==> src/verilog/pic_pkg.sv <==
// package: register map, reset values and command codes of the secondary
// interrupt controller and trigger-mode registers.
// assumes byte-wide i/o ports addressed with a 16-bit port number.
package pic_pkg;

    // ************************************************************
    // port numbers
    // ************************************************************
    localparam logic [15:0] PORT_CMD_STATUS = 16'h00A0;
    localparam logic [15:0] PORT_LINE_MASK = 16'h00A1;
    localparam logic [15:0] PORT_PRI_TRIG = 16'h04D0;
    localparam logic [15:0] PORT_SEC_TRIG = 16'h04D1;

    // ************************************************************
    // reset values and fixed bits
    // ************************************************************
    localparam logic [7:0] TRIG_RESET = 8'h00;
    localparam logic [7:0] PRI_TRIG_FIXED = 8'h07; // lines 0..2
    localparam logic [7:0] SEC_TRIG_FIXED = 8'h21; // lines 8 and 13
    localparam logic [7:0] MASK_RESET = 8'h00;
    localparam logic [7:0] ISR_RESET = 8'h00;
    localparam logic [4:0] VEC_BASE_RESET = 5'h00;
    localparam logic [7:0] UNMAPPED_READ = 8'hFF;

    // ************************************************************
    // command word fields
    // ************************************************************
    localparam int INIT_BIT = 4;          // set: first init word
    localparam int INIT_MODE_BIT = 0;     // first init word: mode word follows
    localparam int INIT_SINGLE_BIT = 1;   // first init word: no cascade word
    localparam logic [1:0] OP_SEL_CODE = 2'h1; // bits 4:3 of select command
    localparam logic [1:0] OP_EOI_CODE = 2'h0; // bits 4:3 of end-of-service
    localparam int SEL_VALID_BIT = 1;
    localparam int SEL_ISR_BIT = 0;
    localparam logic [2:0] EOI_NONSPEC = 3'h1;
    localparam logic [2:0] EOI_SPEC = 3'h3;

    // ************************************************************
    // types
    // ************************************************************
    typedef enum logic [1:0] {INIT_RUN, INIT_VEC, INIT_CAS, INIT_MODE} init_e;

endpackage

==> src/verilog/line_sense.sv <==
// holds the request latch of each interrupt line, edge or level sensed.
// assumes request inputs synchronous to ref_clk_i.
`timescale 1ns/10ps
module line_sense #(
    parameter int LINES = 16
) (
    input wire logic ref_clk_i,               // system clock
    input wire logic reset_n_i,               // sync reset, active low
    input wire logic [LINES-1:0] line_i,      // request inputs
    input wire logic [LINES-1:0] level_i,     // 1 level, 0 edge
    input wire logic [LINES-1:0] ack_i,       // clear edge latch
    output logic [LINES-1:0] req_o            // latched requests
);

    // ************************************************************
    // state
    // ************************************************************
    typedef struct packed {
        logic [LINES-1:0] prev;
        logic [LINES-1:0] req;
    } sense_s;

    sense_s s;
    sense_s next_s;
    logic [LINES-1:0] rise;

    if (LINES < 1)
    begin : g_check
        $error("line_sense needs at least one line");
    end

    // rising edges and latch update, a new edge beats an acknowledge
    always_comb
    begin
        rise = line_i & ~s.prev;
        next_s.prev = line_i;
        next_s.req = (level_i & line_i) | (~level_i & ((s.req & ~ack_i) | rise));
    end

    // state register
    always_ff @(posedge ref_clk_i)
    begin
        if (!reset_n_i)
        begin
            s <= '0;
        end
        else
        begin
            s <= next_s;
        end
    end

    assign req_o = s.req;

    // ************************************************************
    // checks
    // ************************************************************
    property p_level_follows;
        @(posedge ref_clk_i) disable iff (!reset_n_i)
        1'b1 |=> ((req_o ^ $past(line_i)) & $past(level_i)) == '0;
    endproperty
    a_level_follows: assert property (p_level_follows)
        else $error("level line request does not follow input");

    property p_edge_latch;
        @(posedge ref_clk_i) disable iff (!reset_n_i)
        1'b1 |=> (~req_o & $past(rise) & ~$past(level_i)) == '0;
    endproperty
    a_edge_latch: assert property (p_edge_latch)
        else $error("rising edge not latched");

endmodule

==> src/verilog/slave_pic_regs.sv <==
// secondary interrupt controller for lines 8..15 with its mask, plus the
// two trigger-mode registers for lines 0..15, on byte-wide i/o ports.
// assumes single-cycle read and write strobes with a 16-bit port number.
// Contract
// - status port read returns pending or in-service per last selection
// - command 0Ah selects pending view, 0Bh selects in-service view
// - selection persists across reads, no need to resend it
// - writes to command port are init and operation commands
// - mask bit n blocks line 8+n when 1, passes it when 0
// - primary trigger bits per line 0..7, 1 level, reset zero
// - primary trigger bits 0..2 are read-only
// - secondary trigger bits per line 8..15, 1 level, reset zero
// - secondary trigger bits 0 and 5 are read-only
`timescale 1ns/10ps
module slave_pic_regs #(
    parameter int ADDR_W = 16
) (
    input wire logic ref_clk_i,               // 20 MHz system clock
    input wire logic reset_n_i,               // sync reset, active low
    input wire logic [ADDR_W-1:0] io_addr_i,  // i/o port number
    input wire logic io_rd_i,                 // read strobe
    input wire logic io_wr_i,                 // write strobe
    input wire logic [7:0] io_wdata_i,        // write byte
    output logic [7:0] io_rdata_o,            // read byte, next cycle
    input wire logic [15:0] irq_i,            // request lines 0..15
    input wire logic inta_i,                  // acknowledge pulse
    input wire logic [7:0] primary_ack_i,     // primary line acknowledges
    output logic int_o,                       // secondary request out
    output logic [7:0] vector_o,              // vector of last acknowledge
    output logic [7:0] primary_req_o          // latched lines 0..7
);

    // ************************************************************
    // state
    // ************************************************************
    typedef struct packed {
        pic_pkg::init_e init;
        logic sel_isr;
        logic need_mode;
        logic single;
        logic [7:0] mask;
        logic [7:0] in_service_reg;
        logic [4:0] vec_base;
        logic [7:0] ptm;
        logic [7:0] stm;
        logic [7:0] rdata;
        logic int_out;
        logic [7:0] vector;
        logic [7:0] pri_req;
    } pic_s;

    pic_s s;
    pic_s next_s;
    logic [15:0] line_req;
    logic [7:0] sec_ack;
    logic [7:0] sec_pending;
    logic [3:0] pend_pick;
    logic [3:0] serv_pick;
    logic sel_q;
    logic [7:0] isr_q;
    logic [7:0] mask_q;

    if (ADDR_W < 11)
    begin : g_check
        $error("port number too narrow for trigger-mode ports");
    end

    // highest-priority set bit, bit 0 first; msb flags a hit
    function automatic logic [3:0] pick(input logic [7:0] v);
        logic [3:0] r;
        r = 4'h0;
        for (int i = 7; i >= 0; i--)
        begin
            if (v[i])
            begin
                r = {1'b1, 3'(i)};
            end
        end
        return r;
    endfunction

    // port number compare at full width
    function automatic logic hit(input logic [ADDR_W-1:0] a, input logic [15:0] p);
        return a == ADDR_W'(p);
    endfunction

    // ************************************************************
    // request latches
    // ************************************************************
    line_sense #(
        .LINES(16)
    ) u_sense (
        .ref_clk_i(ref_clk_i),
        .reset_n_i(reset_n_i),
        .line_i(irq_i),
        .level_i({s.stm, s.ptm}),
        .ack_i({sec_ack, primary_ack_i}),
        .req_o(line_req)
    );

    // pending view and priority picks
    assign sec_pending = line_req[15:8];
    assign pend_pick = pick(sec_pending & ~s.mask);
    assign serv_pick = pick(s.in_service_reg);
    assign sel_q = s.sel_isr;
    assign isr_q = s.in_service_reg;
    assign mask_q = s.mask;

    // ************************************************************
    // next state
    // ************************************************************
    always_comb
    begin
        next_s = s;
        sec_ack = 8'h00;
        next_s.pri_req = line_req[7:0];
        // writes
        if (io_wr_i)
        begin
            if (hit(io_addr_i, pic_pkg::PORT_CMD_STATUS))
            begin
                if (io_wdata_i[pic_pkg::INIT_BIT])
                begin
                    next_s.init = pic_pkg::INIT_VEC;
                    next_s.need_mode = io_wdata_i[pic_pkg::INIT_MODE_BIT];
                    next_s.single = io_wdata_i[pic_pkg::INIT_SINGLE_BIT];
                    next_s.mask = pic_pkg::MASK_RESET;
                    next_s.in_service_reg = pic_pkg::ISR_RESET;
                    next_s.sel_isr = 1'b0;
                end
                else if (io_wdata_i[4:3] == pic_pkg::OP_SEL_CODE)
                begin
                    if (io_wdata_i[pic_pkg::SEL_VALID_BIT])
                    begin
                        next_s.sel_isr = io_wdata_i[pic_pkg::SEL_ISR_BIT];
                    end
                end
                else if (io_wdata_i[4:3] == pic_pkg::OP_EOI_CODE)
                begin
                    if (io_wdata_i[7:5] == pic_pkg::EOI_NONSPEC && serv_pick[3])
                    begin
                        next_s.in_service_reg[serv_pick[2:0]] = 1'b0;
                    end
                    else if (io_wdata_i[7:5] == pic_pkg::EOI_SPEC)
                    begin
                        next_s.in_service_reg[io_wdata_i[2:0]] = 1'b0;
                    end
                end
            end
            else if (hit(io_addr_i, pic_pkg::PORT_LINE_MASK))
            begin
                case (s.init)
                    pic_pkg::INIT_VEC:
                    begin
                        next_s.vec_base = io_wdata_i[7:3];
                        if (!s.single)
                        begin
                            next_s.init = pic_pkg::INIT_CAS;
                        end
                        else if (s.need_mode)
                        begin
                            next_s.init = pic_pkg::INIT_MODE;
                        end
                        else
                        begin
                            next_s.init = pic_pkg::INIT_RUN;
                        end
                    end
                    pic_pkg::INIT_CAS:
                    begin
                        next_s.init = s.need_mode ? pic_pkg::INIT_MODE : pic_pkg::INIT_RUN;
                    end
                    pic_pkg::INIT_MODE:
                    begin
                        next_s.init = pic_pkg::INIT_RUN;
                    end
                    default:
                    begin
                        next_s.mask = io_wdata_i;
                    end
                endcase
            end
            else if (hit(io_addr_i, pic_pkg::PORT_PRI_TRIG))
            begin
                next_s.ptm = (io_wdata_i & ~pic_pkg::PRI_TRIG_FIXED)
                    | (s.ptm & pic_pkg::PRI_TRIG_FIXED);
            end
            else if (hit(io_addr_i, pic_pkg::PORT_SEC_TRIG))
            begin
                next_s.stm = (io_wdata_i & ~pic_pkg::SEC_TRIG_FIXED)
                    | (s.stm & pic_pkg::SEC_TRIG_FIXED);
            end
        end
        // acknowledge moves the top unmasked pending line into service
        if (inta_i && pend_pick[3])
        begin
            next_s.in_service_reg[pend_pick[2:0]] = 1'b1;
            sec_ack[pend_pick[2:0]] = 1'b1;
            next_s.vector = {s.vec_base, pend_pick[2:0]};
        end
        // request out when an unmasked line outranks all in service
        next_s.int_out = pend_pick[3] && (!serv_pick[3] || pend_pick[2:0] < serv_pick[2:0]);
        // reads; the selection is left untouched
        if (io_rd_i)
        begin
            if (hit(io_addr_i, pic_pkg::PORT_CMD_STATUS))
            begin
                next_s.rdata = s.sel_isr ? s.in_service_reg : sec_pending;
            end
            else if (hit(io_addr_i, pic_pkg::PORT_LINE_MASK))
            begin
                next_s.rdata = s.mask;
            end
            else if (hit(io_addr_i, pic_pkg::PORT_PRI_TRIG))
            begin
                next_s.rdata = s.ptm;
            end
            else if (hit(io_addr_i, pic_pkg::PORT_SEC_TRIG))
            begin
                next_s.rdata = s.stm;
            end
            else
            begin
                next_s.rdata = pic_pkg::UNMAPPED_READ;
            end
        end
    end

    // state register
    always_ff @(posedge ref_clk_i)
    begin
        if (!reset_n_i)
        begin
            s.init <= pic_pkg::INIT_RUN;
            s.sel_isr <= 1'b0;
            s.need_mode <= 1'b0;
            s.single <= 1'b1;
            s.mask <= pic_pkg::MASK_RESET;
            s.in_service_reg <= pic_pkg::ISR_RESET;
            s.vec_base <= pic_pkg::VEC_BASE_RESET;
            s.ptm <= pic_pkg::TRIG_RESET;
            s.stm <= pic_pkg::TRIG_RESET;
            s.rdata <= 8'h00;
            s.int_out <= 1'b0;
            s.vector <= 8'h00;
            s.pri_req <= 8'h00;
        end
        else
        begin
            s <= next_s;
        end
    end

    // outputs straight from state
    assign io_rdata_o = s.rdata;
    assign int_o = s.int_out;
    assign vector_o = s.vector;
    assign primary_req_o = s.pri_req;

    // ************************************************************
    // checks
    // ************************************************************
    property p_status_read;
        @(posedge ref_clk_i) disable iff (!reset_n_i)
        (io_rd_i && !io_wr_i && hit(io_addr_i, pic_pkg::PORT_CMD_STATUS))
        |=> io_rdata_o == ($past(sel_q) ? $past(isr_q) : $past(sec_pending));
    endproperty
    a_status_read: assert property (p_status_read)
        else $error("status read returned wrong view");

    property p_sel_isr;
        @(posedge ref_clk_i) disable iff (!reset_n_i)
        (io_wr_i && hit(io_addr_i, pic_pkg::PORT_CMD_STATUS) && io_wdata_i == 8'h0B)
        |=> sel_q;
    endproperty
    a_sel_isr: assert property (p_sel_isr)
        else $error("0Bh did not select in-service view");

    property p_sel_pending;
        @(posedge ref_clk_i) disable iff (!reset_n_i)
        (io_wr_i && hit(io_addr_i, pic_pkg::PORT_CMD_STATUS) && io_wdata_i == 8'h0A)
        |=> !sel_q;
    endproperty
    a_sel_pending: assert property (p_sel_pending)
        else $error("0Ah did not select pending view");

    property p_sel_kept;
        @(posedge ref_clk_i) disable iff (!reset_n_i)
        (io_rd_i && !io_wr_i) |=> $stable(sel_q);
    endproperty
    a_sel_kept: assert property (p_sel_kept)
        else $error("read changed the view selection");

    property p_init_word;
        @(posedge ref_clk_i) disable iff (!reset_n_i)
        (io_wr_i && hit(io_addr_i, pic_pkg::PORT_CMD_STATUS) && io_wdata_i[4])
        |=> s.init == pic_pkg::INIT_VEC && mask_q == 8'h00;
    endproperty
    a_init_word: assert property (p_init_word)
        else $error("init word did not start initialisation");

    property p_mask_blocks;
        @(posedge ref_clk_i) disable iff (!reset_n_i)
        int_o |-> ($past(sec_pending) & ~$past(mask_q)) != 8'h00;
    endproperty
    a_mask_blocks: assert property (p_mask_blocks)
        else $error("request raised from blocked line");

    property p_pri_write;
        @(posedge ref_clk_i) disable iff (!reset_n_i)
        (io_wr_i && hit(io_addr_i, pic_pkg::PORT_PRI_TRIG))
        |=> s.ptm[7:3] == $past(io_wdata_i[7:3]);
    endproperty
    a_pri_write: assert property (p_pri_write)
        else $error("primary trigger bits not written");

    property p_pri_fixed;
        @(posedge ref_clk_i) disable iff (!reset_n_i)
        1'b1 |=> $stable(s.ptm[2:0]);
    endproperty
    a_pri_fixed: assert property (p_pri_fixed)
        else $error("primary fixed trigger bits changed");

    property p_sec_write;
        @(posedge ref_clk_i) disable iff (!reset_n_i)
        (io_wr_i && hit(io_addr_i, pic_pkg::PORT_SEC_TRIG))
        |=> {s.stm[7:6], s.stm[4:1]} == {$past(io_wdata_i[7:6]), $past(io_wdata_i[4:1])};
    endproperty
    a_sec_write: assert property (p_sec_write)
        else $error("secondary trigger bits not written");

    property p_sec_fixed;
        @(posedge ref_clk_i) disable iff (!reset_n_i)
        1'b1 |=> $stable(s.stm[5]) && $stable(s.stm[0]);
    endproperty
    a_sec_fixed: assert property (p_sec_fixed)
        else $error("secondary fixed trigger bits changed");

endmodule

==> config.mk <==
export PLATFORM = sky130hd
export DESIGN_NAME = slave_pic_regs
export DESIGN_NICKNAME = d
export VERILOG_FILES = /design/src/verilog/pic_pkg.sv /design/src/verilog/line_sense.sv /design/src/verilog/slave_pic_regs.sv
export SDC_FILE = /design/constraint.sdc
export NUM_CORES = 1
export LEC_CHECK = 0
export BUFFER_PORTS_ARGS = -buffer_cell sky130_fd_sc_hd__buf_2
export CORE_MARGIN = 2
export CORE_UTILIZATION = 50
export DETAILED_ROUTE_END_ITERATION = 10
export GPL_TIMING_DRIVEN = 1
export PLACE_DENSITY = 0.76
export SLEW_MARGIN = 10
export SYNTH_ARGS = -nofsm -noshare
export SYNTH_HDL_FRONTEND = slang
export SYNTH_SLANG_ARGS = --single-unit
export TNS_END_PERCENT = 50
==> constraint.sdc <==
create_clock -name ref_clk_i -period 1.9 [get_ports ref_clk_i]
set_input_delay 0.38 -clock ref_clk_i [delete_from_list [all_inputs] [get_ports ref_clk_i]]
set_output_delay 0.38 -clock ref_clk_i [all_outputs]
set_load 0.01 [all_outputs]
==> flow_metrics.tcl, run 1 <==
set metrics [dict create \
    crit_slowest_cell "a211o_2" \
    status "complete, no violations" \
    cts_tree "yes" \
    grt_setup_unrepaired "no" \
    diodes 0 \
    synth_ff_type "dfxtp_1" \
    first_pass_iters 5 \
    ir_drop_uv 500.7 \
    r2r_start "mask_q[2]$_SDFFE_PN0P_" \
    grt_pass1_vias 3979 \
    startpoint "mask_q[2]$_SDFFE_PN0P_" \
    maxSlewHeadroom 0.6496 \
    grt_util_all_layers 0.2523 \
    fin_crit_ps 1851 \
    synth_area_um2 4569 \
    antenna_found_initial 0 \
    htree_levels 3 \
    timing.fmax_mhz 540.4 \
    layout-drive-gt1-share 0.2618 \
    start_util 0.5189 \
    ys.warnings.count 0 \
    final_common_cell "dfxtp_1" \
    synth_largest_area_cell "dfxtp_1" \
    ctsHoldBuffers 0 \
    synth_cells 523 \
    overflow 0 \
    nets 665 \
    syn_nets 578 \
    avgSynthCellArea_um2 8.737 \
    cellLeakagePower_nw 2.394 \
    final-max-slew-violation-count 0 \
    synthArstFlopShare 0 \
    dieArea_um2 9919 \
    tns_ps 0 \
    place_area_um2 5152 \
    wl_per_cell_um 16.76 \
    worstPathCellList "buf_4, nand2b_1, and3_1, a211o_2, and2_1, o311a_1" \
    ys_seq_elements 94 \
    clock_sinks 94 \
    core_area_um2 8806 \
    std_cell_rows 34 \
    fp.dieW_um 99.60 \
    grt_max_degree 33 \
    place_congestion 0.9096 \
    design_area_um2 5354 \
    maxCapViolations 0 \
    hold_violations 0 \
    tightest_slew_ps 512.3 \
    crit_fanout 4 \
    clk_pin_slew_ps 100 \
    hold_start "primary_ack_i[1]" \
    drt_iter0_drc 308 \
    io_pins 78 \
    period_share 0.9740 \
    fin_ws_ps 49.45 \
    synth_cell_types 68 \
    skew_ps 11.35 \
    via_count 4118 \
    insertion_delay_ps 370 \
    clockBufferDepth 2 \
    startpoint_type "flip-flop" \
    netlist.area_leader.share 0.4118 \
    cp.required_ps 2160 \
    p_per_area_nw_per_um2 754.6 \
    seq_area_frac_synth 0.4118 \
    arrival_ps 2110 \
    max_stage_delay_ps 380 \
    syn_to_final_growth_pct 17.17 \
    finalWirelength_um 12120 \
    via_per_inst 5.696 \
    numCtsBuffers 9 \
    drt_drc_violations_left 0 \
    hp-class "in2reg" \
    hpwl_um 9192 \
    grt_pass1_wl_um 19710 \
    portBuffers 77 \
    drtAntennaViolNets 0 \
    synthTopCellsByArea "dfxtp_1, mux2i_1, buf_4, nand2_1, nor2_1" \
    setup_viol 0 \
    cp-end-kind "flip-flop" \
    worstSetupPathType "reg2reg" \
    place_ws_ps -113.8 \
    synth_edf_count 0 \
    final_cell_mix "dfxtp_1, buf_2, nand2_1, nor2_1, buf_4" \
    die_h_um 99.60 \
    cts-root-buf "clkbuf_8" \
]
==> synth_stat cells (all sizes together) (17+ instances only) <==
cell type and n:
buf 29, nor2 46, nand2b 21, a21oi 26, nor3 21, and2 22, o21ai 19, a31oi 17
mux2i 27, dfxtp 94, inv 23, clkbuf 17, nand2 46
==> what timing repair did <==
item / 4_1_cts / 5_1_grt
resized for setup: 0 / 2
buffers inserted: 0 / 0
setup endpoints to repair: 0 / 1
==> path summary, 6_finish.rpt <==
path                                       to  slack, ps  cells after the start
setup / recovery          isr_q[7]$_SDFF_PN0_         50                      6
hold / removal    u_sense.req_o[1]$_SDFF_PN0_        180                      2
setup reg to reg          isr_q[7]$_SDFF_PN0_         50                      6
hold reg to reg   u_sense.req_o[2]$_SDFF_PN0_        440                      1
==> logic make-up (layout without fill, tap and decap cells) <==
logic type,Yosys count,count (layout),synth area share
adder cells (fa/ha/maj),2,2,0.005476
buffers and inverters,69,161,0.08187
flip-flops,94,94,0.4118
AND/OR/NAND/NOR,208,208,0.2574
AO/OA/AOI/OAI,120,120,0.1769
multiplexers,30,30,0.06654
==> state kept, by name, indices dropped and copies added, names as in the netlist <==
register,cells
sel_q,1
mask_q,8
u_sense.req_o,16
s,20
int_o,1
primary_req_o,8
isr_q,8
io_rdata_o,8
u_sense.s,16
vector_o,8
==> metal layers <==
| layer | global-route usage | vias up | wire length, um |
|---|---|---|---|
| met5 | 0 | - | 0 |
| met4 | 0.07798 | 0 | 187 |
| met3 | 0.04708 | 15 | 649 |
| met2 | 0.4319 | 133 | 5948 |
| met1 | 0.3229 | 1951 | 5331 |
| li1 | - | 2019 | - |
==> where the power goes <==
part / switching [W] / total [W] / internal (W)
clock: 0.000760 / 0.00129 / 0.000533
combinational: 0.000366 / 0.000645 / 0.000278
sequential: 0.0000440 / 0.00210 / 0.00206
==> critical path: cells and delay by family (launching register included) <==
kind	cells	cell delay, ps
AOI/OAI and AO/OA	2	720
and+or+nand+nor	3	550
DFF	1	330
buffers and inverters	1	150
==> cell type report <==
cell class	count	area (um2)
clock inverter	6	50.05
timing repair buffer	122	735.7
sequential	94	1882
inverter	23	86.33
fill	789	3452
multi-input combinational	360	2327
clock buffer	10	137.6
tap	108	135.1
==> stage by stage <==
stage | total power (W) | instances | hold slack (ps) | util
floorplan | 0.002529 | 523 | 405.7 | -
global placement | 0.002759 | 707 | 411.1 | 0.5851
detailed placement | 0.002775 | 707 | 421.6 | 0.5851
CTS | 0.004053 | 723 | 166.6 | 0.6064
global route | 0.004201 | 723 | 170.2 | 0.6080
finish | 0.004040 | 723 | 182.4 | 0.6080
Note: power is estimated with default switching activity, not from simulation.
==> run 2, diff against run 1 <==
Settings changed: CORE_UTILIZATION 50 to 45, PLACE_DENSITY 0.76 to 0.7, RECOVER_POWER from default to 25.
==> run 2 against run 1 <==
Compared with the run above: global-route usage shrank 2.7 points; die area grew 11%; clock power is essentially flat; sequential share of layout area is essentially flat; combinational power grew 1%; power is essentially flat; worst setup slack gained 13 ps; clock skew shrank 4.5 ps; highest routed layer unchanged.
==> flow_metrics.tcl, run 2 (synthesis gave the netlist of run 1 again) <==
set metrics [dict create \
    clk_pin_slew_ps 100 \
    layout-drive-gt1-share 0.2668 \
    pwr-share-comb 0.162 \
    final_cell_mix "dfxtp_1, buf_2, nand2_1, nor2_1, buf_4" \
    status "complete, no violations" \
    nFillCells 965 \
    postCtsSetupBuffers 0 \
    core_area_um2 9819 \
    met3_usage 0.04679 \
    dieArea_um2 10980 \
    insertion_delay_ps 370 \
    skew_ps 6.829 \
    startpoint_type "flip-flop" \
    fin_ws_ps 62.25 \
    ctsHoldBuffers 0 \
    cts_tree "yes" \
    numCtsBuffers 9 \
    cp.required_ps 2150 \
    die_h_um 104.8 \
    finalWirelength_um 12110 \
    portBuffers 77 \
    grt_util_all_layers 0.2257 \
    cp-end-kind "flip-flop" \
    nets 661 \
    syn_to_final_growth_pct 17.17 \
    crit_slowest_cell "nor3_1" \
    switching_share 0.2891 \
    setup_viol 0 \
    crit_fanout 4 \
    p_per_area_nw_per_um2 754.5 \
    final-max-slew-violation-count 0 \
    drtAntennaViolNets 0 \
    diodes 0 \
    grt_setup_unrepaired "no" \
    timing.fmax_mhz 544.1 \
    start_util 0.4653 \
    largest-register "s" \
    grt_pass1_wl_um 19730 \
    cellLeakagePower_nw 2.359 \
    place_congestion 0.8894 \
    htree_levels 3 \
    grt.met2_usage 0.3711 \
    p_int_w 0.002872 \
    multi_input_area_um2 2340 \
    use_met1 0.2913 \
    place_ws_ps -71.78 \
    cts-root-buf "clkbuf_8" \
    grt_pass1_vias 4004 \
    maxCapViolations 0 \
    p_clk_frac 0.318 \
    worstPathCellList "nand2b_1, and3_1, a211o_2, nor3_1, o31ai_1" \
    final_common_cell "dfxtp_1" \
    antenna_found_initial 0 \
    period_share 0.9672 \
    drt_drc_violations_left 0 \
    hp-class "in2reg" \
    worstSetupPathType "reg2reg" \
    overflow 0 \
    clock_sinks 94 \
    std_cell_rows 36 \
    via_count 4045 \
    seq_power_share 0.521 \
    maxSlewHeadroom 0.3988 \
    first_pass_iters 5 \
    grt_max_degree 21 \
    io_pins 78 \
    max_stage_delay_ps 430 \
    p_switching_w 0.001168 \
    post_cts_resized 0 \
    clockBufferDepth 2 \
    ir_drop_uv 331.8 \
    grt-busiest-layer "met2" \
    via_per_inst 5.437 \
    seq_area_um2 1884 \
    tightest_slew_ps 901.8 \
    largest_reg_flops 20 \
    wl_per_cell_um 16.28 \
    fin_crit_ps 1838 \
    drt_iter0_drc 301 \
    fp.dieW_um 104.8 \
    hpwl_um 9341 \
    arrival_ps 2080 \
    hold_violations 0 \
    tns_ps 0 \
]
run 2: path summary, 6_finish.rpt:
| check | to | from | cells past startpoint | slack [ps] |
|---|---|---|---|---|
| worst max-delay path | u_sense.req_o[10]$_SDFF_PN0_ | mask_q[0]$_SDFFE_PN0P_ | 5 | 60 |
| worst min-delay path | u_sense.req_o[1]$_SDFF_PN0_ | primary_ack_i[1] | 2 | 190 |
| worst max register to register | u_sense.req_o[10]$_SDFF_PN0_ | mask_q[0]$_SDFFE_PN0P_ | 5 | 60 |
| worst min register to register | u_sense.req_o[1]$_SDFF_PN0_ | u_sense.s[17]$_SDFF_PN0_ | 1 | 440 |
run 2: through the flow:
step                hold slack [ps]  power, W  instance area, um2  utilization  instances
finish                        187.6  0.004040                5354       0.5452        744
global route                  180.2  0.004218                5354       0.5452        744
CTS                           171.2  0.004048                5329       0.5427        744
detailed placement            415.6  0.002781                5141       0.5236        728
global placement              412.1  0.002764                5141       0.5236        728
floorplan                     405.7  0.002529                4569            -        523
run 2: cell type report:
cell class                 instances  share of cell area
multi-input combinational        360              0.4370
sequential                        94              0.3520
timing repair buffer             118              0.1288
tap                              133             0.03108
clock buffer                      10             0.02571
inverter                          23             0.01613
clock inverter                     6            0.009348
run 2: worst max-delay path, delay by kind of cell (launching register included):
kind | cells | cell delay [ps]
AOI/OAI and AO/OA | 2 | 490
DFF | 1 | 340
and+or+nand+nor | 3 | 900
run 2: power groups by stage:
stage          clock [W]  combinational, W  sequential [W]
3_3_place_gp           0          0.000617         0.00215
5_1_grt          0.00139          0.000714         0.00212
3_5_place_dp           0          0.000633         0.00215
4_1_cts          0.00131          0.000635         0.00210
6_report         0.00128          0.000653         0.00210
2_1_floorplan          0          0.000388         0.00214
run 2: per-layer routing:
layer | wire [um] | vias up
li1 | - | 2010
met1 | 5452 | 1894
met2 | 5683 | 121
met3 | 646 | 20
met4 | 327 | 0
met5 | 0 | -
==> run 3, diff against run 2 <==
Settings changed: CORE_UTILIZATION 45 to 51, PLACE_DENSITY 0.7 to 0.77.
==> run 3 against run 2 <==
Compared with the run above: sequential cell count stayed put; register-to-register slack hardly changed; first-iteration DRC count is 22% lower; largest power group unchanged.
==> flow_metrics.tcl, run 3 (synthesis gave the netlist of run 1 again) <==
set metrics [dict create \
    p_int_w 0.002850 \
    maxCapViolations 0 \
    p_clk_frac 0.313 \
    layout-drive-gt1-share 0.2726 \
    p_switching_w 0.001165 \
    place_ws_ps -125.1 \
    r2r_cells 6 \
    grt_util_all_layers 0.2442 \
    period_share 0.9739 \
    start_util 0.5240 \
    dp_cells 712 \
    grt_max_degree 33 \
    syn_to_final_growth_pct 18.57 \
    overflow 0 \
    io_pins 78 \
    antenna_found_initial 0 \
    reg2reg_slack_ps 50 \
    cellLeakagePower_nw 2.406 \
    drt_drc_violations_left 0 \
    holdPathStages 2 \
    r2r_start "mask_q[0]$_SDFFE_PN0P_" \
    crit_fanout 4 \
    clk_pin_slew_ps 100 \
    core_area_um2 8721 \
    final_cell_mix "dfxtp_1, buf_2, buf_4, nand2_1, nor2_1" \
    status "complete, no violations" \
    clock_sinks 94 \
    std_cell_rows 34 \
    tightest_slew_ps 828.9 \
    drt_iter0_drc 234 \
    finalWirelength_um 11950 \
    first_pass_iters 5 \
    worstSetupPathType "reg2reg" \
    insertion_delay_ps 360 \
    ir_drop_uv 555.9 \
    grt_pass1_vias 3947 \
    wl_per_cell_um 16.42 \
    tns_ps 0 \
    grt_setup_unrepaired "yes" \
    cp-end-kind "flip-flop" \
    die_h_um 98.66 \
    switching_share 0.2901 \
    setup_viol 0 \
    seq_power_share 0.525 \
    clockBufferDepth 2 \
    cp.required_ps 2150 \
    hold_violations 0 \
    fin_ws_ps 49.58 \
    diodes 0 \
    cts_tree "yes" \
    numCtsBuffers 9 \
    via_per_inst 5.706 \
    hpwl_um 9148 \
    worst_r2r_endpoint "isr_q[7]$_SDFF_PN0_" \
    arrival_ps 2100 \
    final-max-slew-violation-count 0 \
    fp.dieW_um 98.66 \
    hold_start "primary_ack_i[2]" \
    portBuffers 77 \
    postCtsSetupBuffers 0 \
    fin_crit_ps 1850 \
    largest_reg_flops 20 \
    dieArea_um2 9733 \
    timing.fmax_mhz 540.4 \
    skew_ps 12.34 \
    p_per_area_nw_per_um2 741.0 \
    final_cells 728 \
    final_common_cell "dfxtp_1" \
    cts-root-buf "clkbuf_8" \
    via_count 4154 \
    htree_levels 3 \
    place_congestion 0.9285 \
    startpoint_type "flip-flop" \
    largest-register "s" \
    fin_util 0.6212 \
    nets 670 \
    grt_pass1_wl_um 19210 \
    pwr-share-comb 0.162 \
    min_to "u_sense.req_o[2]$_SDFF_PN0_" \
    maxSlewHeadroom 0.4474 \
    hp-class "in2reg" \
    drtAntennaViolNets 0 \
]
run 3: cell count changes in the layout (fill, tap and decap cells not counted), sizes merged:
cell | before | now
buf | 116 | 125
clkinv | 1 | 2
clkinvlp | 1 | 0
run 3: per-layer routing:
layer,vias to the layer above,wire length (um),GRT usage
li1,2028,-,-
met1,1944,5329,0.3308
met2,161,5650,0.3998
met3,21,695,0.03617
met4,0,275,0.08535
met5,-,0,0
run 3: layout make-up:
type                            instances  area, um2
Multi-Input combinational cell        360       2355
Clock buffer                           10      127.6
Timing Repair Buffer                  127      780.7
Sequential cell                        94       1882
Tap cell                              108      135.1
Inverter                               23      86.33
Clock inverter                          6      51.30
Fill cell                             774       3303
run 3: what timing repair did:
action / CTS / global route
resized for setup: 0 / 9
hold buffers: 0 / 0
setup endpoints to repair: 0 / 4
run 3: through the flow:
| step | hold WS (ps) | total power (W) | instance area [um2] |
|---|---|---|---|
| global placement | 413.9 | 0.002762 | 5202 |
| CTS | 172.2 | 0.004010 | 5381 |
| detailed placement | 422.1 | 0.002778 | 5202 |
| global route | 166.7 | 0.004180 | 5418 |
| finish | 180.5 | 0.004015 | 5418 |
| floorplan | 405.7 | 0.002529 | 4569 |
run 3: critical path, cell delays in order, from the launching register on:
cell,delay (ps)
dfxtp_1,330
buf_4,140
nand2b_2,220
and3_4,170
a211o_2,350
and2_1,180
o311a_1,350
run 3: worst max path at each step:
stage                            startpoint                    endpoint  slack [ps]
4_1_cts              mask_q[0]$_SDFFE_PN0P_            int_o$_SDFF_PN0_          20
3_5_place_dp                  io_addr_i[13]  io_rdata_o[4]$_SDFFE_PN0P_        -130
3_3_place_gp                  io_addr_i[14]      mask_q[2]$_SDFFE_PN0P_         -30
6_report             mask_q[0]$_SDFFE_PN0P_         isr_q[7]$_SDFF_PN0_          50
2_1_floorplan        mask_q[0]$_SDFFE_PN0P_            int_o$_SDFF_PN0_         140
5_1_grt        u_sense.req_o[14]$_SDFF_PN0_            int_o$_SDFF_PN0_          -1
run 3: power by group through the flow:
| stage | sequential (W) | clock [W] | combinational (W) |
|---|---|---|---|
| after CTS | 0.00210 | 0.00127 | 0.000631 |
| final | 0.00211 | 0.00126 | 0.000652 |
| after detailed placement | 0.00215 | 0 | 0.000629 |
| after global placement | 0.00215 | 0 | 0.000615 |
| after global routing | 0.00212 | 0.00135 | 0.000713 |
| after floorplan | 0.00214 | 0 | 0.000388 |
